## config.mk

```make
export PLATFORM = sky130hd
export DESIGN_NAME = uvcts_core
export DESIGN_NICKNAME = d
export VERILOG_FILES = /design/src/uvcts_pkg.sv /design/src/uvcts_core.sv
export VERILOG_INCLUDE_DIRS = /design/src
export SDC_FILE = /design/constraint.sdc
export NUM_CORES = 1
export LEC_CHECK = 0
export ABC_AREA = 0
export BUFFER_PORTS_ARGS = -buffer_cell sky130_fd_sc_hd__buf_4
export CAP_MARGIN = 25
export CORE_MARGIN = 3
export CORE_UTILIZATION = 40
export CTS_BUF_LIST = sky130_fd_sc_hd__clkbuf_16
export DETAILED_ROUTE_END_ITERATION = 10
export PLACE_DENSITY = 0.67
export SYNTH_ARGS = -nofsm -noshare
export SYNTH_HDL_FRONTEND = slang
export SYNTH_SLANG_ARGS = --single-unit
```

## constraint.sdc

```tcl
create_clock -name clock -period 2.8 [get_ports clock]
set_input_delay 0.14 -clock clock [delete_from_list [all_inputs] [get_ports clock]]
set_output_delay 0.14 -clock clock [all_outputs]
set_load 0.005 [all_outputs]
```

## src/uvcts_defs.svh

```systemverilog
// Constants for the UV conversion timing and scaling block.
// Assumes inclusion by uvcts_core only.
`ifndef UVCTS_DEFS_SVH
`define UVCTS_DEFS_SVH

// ==========================================================
// Clock and conversion lengths
// ==========================================================
`define UVCTS_CLK_PERIOD_NS    100
`define UVCTS_BASE_LEN_EXP     5'h0A
`define UVCTS_SHORT_LEN_CODE   4'hF
`define UVCTS_SHORT_LEN_M1     24'h0003FF
`define UVCTS_MAX_GAIN_CODE    4'hB

// ==========================================================
// Field widths and reset values
// ==========================================================
`define UVCTS_ACC_W            24
`define UVCTS_RES_W            16
`define UVCTS_NUM_CH           3
`define UVCTS_ACC_MAX          24'hFFFFFF
`define UVCTS_RST_RESULT       16'h0000
`define UVCTS_RST_COUNT        24'h000000

`endif

```

## src/uvcts_pkg.sv

```systemverilog
// Types shared by the UV conversion timing and scaling block.
// Assumes it is compiled before the core and the bench.
package uvcts_pkg;

   // ==========================================================
   // Measurement modes and sequencer states
   // ==========================================================
   typedef enum logic [1:0] {
      UVCTS_FREE_RUNNING,
      UVCTS_COMMAND,
      UVCTS_TRIGGER_STARTED,
      UVCTS_TRIGGER_GATED
   } uvcts_mode_t;

   typedef enum logic {
      UVCTS_IDLE,
      UVCTS_INTEGRATE
   } uvcts_state_t;

endpackage : uvcts_pkg

```

## src/uvcts_core.sv

```systemverilog
// Conversion sequencer, channel counters, prescaler and elapsed-clock counter.
// Assumes the converter pulses and overdrive monitors come from an analog front end;
// the trigger pin and the overdrive monitors are asynchronous and are synchronised here.
//
// What this block does
// - Gated mode, count enable set, no wrap: channel count can never exceed the captured elapsed-clock count.
// - Timed modes: length code sets conversion cycles and so maximum resolution.
// - Gated mode: length code does not affect conversion timing.
// - Codes 7 to 14 run beyond 2^16 clocks, giving 17 to 24 bits.
// - Prescaler off: store the low 16 bits of each internal result.
// - Gain code 0 is 2048x, each step halves, code 11 is 1x.
// - Clock select 0 to 3 picks 1.024, 2.048, 4.096, 8.192 MHz.
// - Faster clock selections cap the highest gain steps to a lower gain.
// - Any channel overdrive during a conversion sets the overdrive flag.
// - Prescaler on: divide result by 2^(1+exponent), exponent 0 to 7.
// - Prescaler on: stored value is a 16-bit window, exponent 2 gives 18:3.
// - Internal counts are 24 bits wide, stored results 16 bits.
// - Gated mode: trigger pin alone defines the integration interval.
// - Count enable set: count system clocks over the conversion, 24 bits.
// - Elapsed count is stored in the same update as channel results.
`timescale 1ns/100ps
`include "uvcts_defs.svh"

module uvcts_core (
   input  wire logic                  clock,
   input  wire logic                  rst_n,
   input  wire uvcts_pkg::uvcts_mode_t measure_mode,
   input  wire logic                  start_command,
   input  wire logic                  external_trigger_pin,
   input  wire logic [3:0]            integration_length_code,
   input  wire logic [3:0]            responsivity_code,
   input  wire logic [1:0]            system_clock_select,
   input  wire logic [2:0]            prescale_exponent,
   input  wire logic                  prescale_enable,
   input  wire logic                  elapsed_clock_count_enable,
   input  wire logic [2:0]            converter_pulse,
   input  wire logic [2:0]            channel_overdrive,
   input  wire logic                  overdrive_flag_clear,
   input  wire logic                  overflow_flag_clear,
   output logic [15:0]                channel_result_0,
   output logic [15:0]                channel_result_1,
   output logic [15:0]                channel_result_2,
   output logic [23:0]                elapsed_clock_count,
   output logic                       result_ready,
   output logic                       conversion_busy,
   output logic [3:0]                 applied_gain_code,
   output logic [3:0]                 applied_gain_log2,
   output logic [1:0]                 applied_clock_select,
   output logic                       converter_overdrive_flag,
   output logic                       elapsed_clock_overflow_flag
);

   // ==========================================================
   // Input synchronisers
   // ==========================================================
   // Three stages per asynchronous input; the filtered level moves only
   // when stages two and three agree, so a one-stage glitch is dropped.
   logic [3:0] sync_a;
   logic [3:0] sync_b;
   logic [3:0] sync_c;
   logic [3:0] filt;
   logic [3:0] filt_prev;

   always_ff @(posedge clock) begin
      if (!rst_n) begin
         sync_a    <= 4'h0;
         sync_b    <= 4'h0;
         sync_c    <= 4'h0;
         filt      <= 4'h0;
         filt_prev <= 4'h0;
      end else begin
         sync_a    <= {external_trigger_pin, channel_overdrive};
         sync_b    <= sync_a;
         sync_c    <= sync_b;
         filt      <= (sync_b & sync_c) | (filt & (sync_b ^ sync_c));
         filt_prev <= filt;
      end
   end

   wire       trig_rise = filt[3] & ~filt_prev[3];
   wire       trig_fall = ~filt[3] & filt_prev[3];
   wire [2:0] overdrive = filt[2:0];

   // ==========================================================
   // Sequencer
   // ==========================================================
   uvcts_pkg::uvcts_state_t state;
   uvcts_pkg::uvcts_state_t next_state;
   logic                    gated_q;
   logic                    count_en_q;
   logic                    prescale_q;
   logic [2:0]              exponent_q;
   logic [23:0]             remaining;
   logic [23:0]             len_m1_q;

   wire busy = (state == uvcts_pkg::UVCTS_INTEGRATE);

   // Start source depends on the mode; a trigger during a timed conversion is ignored.
   wire start_src = (measure_mode == uvcts_pkg::UVCTS_FREE_RUNNING) ? 1'b1 :
                    (measure_mode == uvcts_pkg::UVCTS_COMMAND) ? start_command : trig_rise;
   wire start_now = ~busy & start_src;
   wire end_now   = busy & (gated_q ? trig_fall : (remaining == 24'h000000));

   // Gated conversions stop on the fall itself, so that cycle is not counted.
   wire count_cyc = busy & ~(gated_q & end_now);

   // Conversion length, a power of two above the base, except the short code.
   wire [4:0]  len_exp  = {1'b0, integration_length_code} + `UVCTS_BASE_LEN_EXP;
   wire [24:0] len_full = 25'h0000001 << len_exp;
   wire [23:0] len_m1   = (integration_length_code == `UVCTS_SHORT_LEN_CODE) ?
                          `UVCTS_SHORT_LEN_M1 : 24'(len_full - 25'h0000001);

   always_comb begin
      next_state = state;
      case (state)
         uvcts_pkg::UVCTS_IDLE:      if (start_now) next_state = uvcts_pkg::UVCTS_INTEGRATE;
         uvcts_pkg::UVCTS_INTEGRATE: if (end_now) next_state = uvcts_pkg::UVCTS_IDLE;
         default:                    next_state = uvcts_pkg::UVCTS_IDLE;
      endcase
   end

   // Gain is capped to the code equal to the clock select, so faster clocks lose top steps.
   wire [3:0] gain_capped = (responsivity_code < {2'h0, system_clock_select}) ?
                            {2'h0, system_clock_select} : responsivity_code;
   wire [3:0] gain_eff    = (gain_capped > `UVCTS_MAX_GAIN_CODE) ?
                            `UVCTS_MAX_GAIN_CODE : gain_capped;

   // Configuration is sampled only at start so a running conversion never sees a change.
   always_ff @(posedge clock) begin
      if (!rst_n) begin
         state                <= uvcts_pkg::UVCTS_IDLE;
         gated_q              <= 1'b0;
         count_en_q           <= 1'b0;
         prescale_q           <= 1'b0;
         exponent_q           <= 3'h0;
         len_m1_q             <= `UVCTS_RST_COUNT;
         applied_gain_code    <= 4'h0;
         applied_clock_select <= 2'h0;
      end else begin
         state <= next_state;
         if (start_now) begin
            gated_q              <= (measure_mode == uvcts_pkg::UVCTS_TRIGGER_GATED);
            count_en_q           <= elapsed_clock_count_enable;
            prescale_q           <= prescale_enable;
            exponent_q           <= prescale_exponent;
            len_m1_q             <= len_m1;
            applied_gain_code    <= gain_eff;
            applied_clock_select <= system_clock_select;
         end
      end
   end

   // Down-counter of the timed length; it runs in gated mode too but is not looked at.
   always_ff @(posedge clock) begin
      if (!rst_n) remaining <= `UVCTS_RST_COUNT;
      else if (start_now) remaining <= len_m1;
      else if (busy) remaining <= remaining - 24'h000001;
   end

   assign applied_gain_log2 = `UVCTS_MAX_GAIN_CODE - applied_gain_code;
   assign conversion_busy   = busy;

   // ==========================================================
   // Elapsed-clock counter
   // ==========================================================
   logic [23:0] elapsed;
   wire         elapsed_step = count_cyc & count_en_q;
   wire [23:0]  next_elapsed = elapsed_step ? elapsed + 24'h000001 : elapsed;
   wire         elapsed_wrap = elapsed_step & (elapsed == `UVCTS_ACC_MAX);

   // Plain 24-bit wrap: an overflow restarts from zero and raises the flag.
   always_ff @(posedge clock) begin
      if (!rst_n) elapsed <= `UVCTS_RST_COUNT;
      else if (start_now) elapsed <= `UVCTS_RST_COUNT;
      else elapsed <= next_elapsed;
   end

   // ==========================================================
   // Channel counters and prescaler
   // ==========================================================
   logic [23:0] acc [`UVCTS_NUM_CH];
   logic [23:0] next_acc [`UVCTS_NUM_CH];
   logic [15:0] result [`UVCTS_NUM_CH];
   wire  [3:0]  shift_amt = {1'b0, exponent_q} + 4'h1;

   genvar ch;
   generate
      for (ch = 0; ch < `UVCTS_NUM_CH; ch++) begin : g_ch
         // Saturate rather than wrap so a full-scale input never reads as dark with the prescaler on at exponent 7.
         wire        add   = count_cyc & converter_pulse[ch] & (acc[ch] != `UVCTS_ACC_MAX);
         // Without the prescaler the low word is kept; with it the window moves up.
         wire [23:0] shift = prescale_q ? (next_acc[ch] >> shift_amt) : next_acc[ch];
         assign next_acc[ch] = add ? acc[ch] + 24'h000001 : acc[ch];

         always_ff @(posedge clock) begin
            if (!rst_n) acc[ch] <= `UVCTS_RST_COUNT;
            else if (start_now) acc[ch] <= `UVCTS_RST_COUNT;
            else acc[ch] <= next_acc[ch];
         end

         always_ff @(posedge clock) begin
            if (!rst_n) result[ch] <= `UVCTS_RST_RESULT;
            else if (end_now) result[ch] <= shift[15:0];
         end
      end
   endgenerate

   assign channel_result_0 = result[0];
   assign channel_result_1 = result[1];
   assign channel_result_2 = result[2];

   // ==========================================================
   // Result update and status flags
   // ==========================================================
   // Results and elapsed count load in one edge; set beats clear on both flags.
   always_ff @(posedge clock) begin
      if (!rst_n) begin
         elapsed_clock_count         <= `UVCTS_RST_COUNT;
         result_ready                <= 1'b0;
         converter_overdrive_flag    <= 1'b0;
         elapsed_clock_overflow_flag <= 1'b0;
      end else begin
         result_ready <= end_now;
         if (end_now) elapsed_clock_count <= next_elapsed;
         if (busy && (overdrive != 3'h0)) converter_overdrive_flag <= 1'b1;
         else if (overdrive_flag_clear) converter_overdrive_flag <= 1'b0;
         if (elapsed_wrap) elapsed_clock_overflow_flag <= 1'b1;
         else if (overflow_flag_clear) elapsed_clock_overflow_flag <= 1'b0;
      end
   end

   // ==========================================================
   // Checks
   // ==========================================================
   // Helper: busy cycles since start, and whether the elapsed counter wrapped.
   logic [24:0] busy_cycles;
   logic        wrapped;
   always_ff @(posedge clock) begin
      if (!rst_n) begin
         busy_cycles <= 25'h0000000;
         wrapped     <= 1'b0;
      end else if (start_now) begin
         busy_cycles <= 25'h0000000;
         wrapped     <= 1'b0;
      end else begin
         if (busy) busy_cycles <= busy_cycles + 25'h0000001;
         if (elapsed_wrap) wrapped <= 1'b1;
      end
   end
endmodule : uvcts_core

```

==> summary.txt <==
Status
  • Status: finished, violations left
  • Failing checks: setup timing

STA
  • Tmin final: between 2000 and 3000 ps
  • Fin Setup TNS: -188 ps
  • Max-slew headroom: 48.9%
  • Unrepaired setup endpoints after global routing: yes
  • Post-layout worst setup margin: -52.9 ps
  • Least-Margin Pin Slew: about 760 ps
  • Fin crit share: 102%
  • Setup violators final: 13
  • Final Hold Viols: 0
  • Maximum clock rate: between 300 and 400 MHz
  • Final Slew Violations: 0
  • Max Clock Skew: ~14 ps

Pwr
  • Sw power: approximately 0.0024 W
  • Combinational power share: between 15 and 20%
  • Areal power density over the cells: 480 nW/um^2
  • Internal power: around 0.0065 W
  • Switching share of power: a little over a quarter
  • Pleak: 7.21 nW
  • Clock share of power: approximately 41%
  • Peak supply drop: just under 500 uV
  • Flop pwr share: roughly 42%

Die
  • Die Wd: 190 um
  • Core Box Area: roughly 33000 um^2
  • I/O pin cnt: ~120
  • Die ar.: 36000 um^2
  • Vert. Die Dim: between 150 and 200 um
  • # rows: 66
  • Initial Util: about two fifths

Layout
  • Finished Layout Cells: between 2000 and 2500
  • Most frequent cells in the layout: buf_4 (349), nor2_1 (205), nand2_1 (149)
  • # diodes: 0
  • Layout cells sized above 1: between 20% and 30%
  • Nets@finish: a little under 2000
  • Final Core Density: between 50% and 60%
  • Commonest non-fill, non-tap cell in the layout: buf_4
  • Area Overhead vs Synth: 36.9%

Clocking
  • Clock-pin slew on the worst setup and hold paths: roughly 60 ps
  • Root buf cell: clkbuf_16
  • # H-tree levels: 1
  • CTS Buffer Depth: 3
  • CTS tree: done
  • Clk sinks: between 200 and 250
  • CTS Buf Count: 26
  • Clk Latency, worst-skew pair: approximately 540 ps

Drt
  • DR vias: ~14000
  • DRC violations left: 0
  • Routed len/inst: between 15 and 20 um
  • Vias per Instance: about 5.7
  • Drt first pass iters: 6
  • Drt initial violations: around 1400
  • DRT antenna net count: 0
  • Detailed-route wire length: 43700 um

Synth
  • Sequential fraction of the synthesis area: a little over two fifths
  • Post-synth EDFFs: 120
  • Avg Cell Area, Syn: around 8.9 um^2
  • FFs w/ async S/R, synth: 0%
  • Synth Register Bits: around 230
  • Top FF cell, synth: edfxtp_1
  • Mapped Cells: between 1500 and 2000
  • Synth Warn #: 0
  • Synthesized cell area: between 10000 and 15000 um^2
  • Synth cell types: 89

Min path
  • Hold path cells: 4
  • Worst hold-check path type: in -> reg
  • Hold Path End: gated_q
  • Hold Path Origin: measure_mode[0]

Critical path
  • R2r setup slk: -50 ps
  • R2R Path Start: acc[0][0]
  • Crit-path max FO: 4
  • R2R cell count: 9
  • Type of origin of the critical path: flop
  • CP arrival: ~3200 ps
  • Critical Path End Type: flop
  • Crit Reg-Reg Endpoint: result[0][11]
  • CP max stage delay: around 500 ps
  • Crit path cell chain: ha_2, nand4_1, or3_4, nor3_1, xnor2_2, buf_4, a222oi_1, nand2_1, o211ai_1
  • Worst Path Required: roughly 3100 ps
  • Slowest-stage cell, CP: or3_4
  • Crit Path Category: reg -> reg

Place
  • DP Cell Count: ~2300
  • Routability cong.: 0.973
  • DP HPWL: slightly above 30000 um
  • PortBufs: 114

GRT
  • GRT Total Usage: between 20% and 30%
  • Global route total overflow: 0
  • First-pass GRT wire length: 68700 um
  • Initial antenna violation count: 0
  • Vias in the first global route: roughly 13000
  • Largest net degree at the start of global routing: 55

Job
  • Max-cap violation count: 0
worst max path at each step:
stage                     to  startpoint
2_1_floorplan   result[2][4]   acc[2][0]
3_3_place_gp    result[2][3]     filt[3]
3_5_place_dp    result[0][7]   acc[0][1]
4_1_cts         result[2][4]     filt[3]
5_1_grt        result[0][13]   acc[0][0]
6_report       result[0][11]   acc[0][0]
through the flow:
stage               cell area (um^2)  power [W]  hold slack, ps  setup WS (ps)
CTS                            17900    0.00884            9.12          -75.1
global route                   18500    0.00918            31.4           -126
floorplan                      13800    0.00458             267          -58.7
finish                         18500    0.00885            23.0          -52.9
detailed placement             16600    0.00519             352           -169
global placement               16600    0.00517             352           -112
power groups by stage:
stage | clock network (W) | registers (W) | logic, W
global route | 0.00378 | 0.00377 | 0.00163
floorplan | 0 | 0.00381 | 0.000778
global placement | 0 | 0.00381 | 0.00136
detailed placement | 0 | 0.00381 | 0.00138
finish | 0.00360 | 0.00375 | 0.00150
CTS | 0.00367 | 0.00374 | 0.00142
area by class of cell:
class	instances	area, um^2
Tap cell	442	553
Sequential cell	225	5710
Inverter	32	120
Multi-Input combinational cell	1245	8220
Clock buffer	27	676
Timing Repair Buffer	374	2950
Fill cell	3024	14400
Clock inverter	20	236
Yosys cell counts, types with 36 or more instances:
library cell,number,area share [%]
a211oi_1,36,2.0
xor2_1,40,2.6
nor2_1,209,5.8
o21ai_0,62,2.3
dfxtp_1,105,16
nand3_1,45,1.7
nor3_1,44,1.6
clkbuf_1,70,1.9
edfxtp_1,120,27
mux2i_1,42,3.1
xnor2_1,58,3.8
a21oi_1,102,3.8
nand2_1,151,4.2
timing repair:
item,4_1_cts,5_1_grt
pin swaps,21,45
gates resized for setup,28,87
endpoints found under the setup margin,33,96
buffers inserted,8,17
endpoints found under the hold margin,16,0
hold buffers,15,0
state kept, by name, summed over array words and instances (netlist names), 2 cells and up:
signal / count
acc: 72
result: 48
elapsed: 24
elapsed_clock_count: 24
remaining: 24
applied_gain_code: 4
filt: 4
sync_a: 4
sync_b: 4
sync_c: 4
exponent_q: 3
applied_clock_select: 2
worst max-delay path, delay by kind of cell (launching register included):
kind / cells / cell delay, ps
xor+xnor: 1 / 170
buf+inv: 1 / 170
flops: 1 / 380
simple gates: 4 / 1190
fa+ha+maj: 1 / 210
compound gates: 2 / 540
cells by family (layout without fill, tap and decap cells):
family	Yosys count	in the layout	share of synthesized area [%]
compound gates	384	384	19.4
xor+xnor	99	99	6.49
fa+ha+maj	13	13	1.21
buf+inv	119	453	3.53
flops	225	225	42.3
mux	55	55	4.54
other cells	1	72	0.0278
simple gates	622	622	22.5
layer usage:
layer | track usage (%) | vias to the layer above | part of all wire (%)
met2 | 39.0 | 647 | 47
met3 | 3.80 | 138 | 7.5
met1 | 30.1 | 6423 | 41
met5 | 0 | - | 0
li1 | - | 6369 | -
met4 | 9.58 | 0 | 4.4
(Power assumes the default switching activity.)
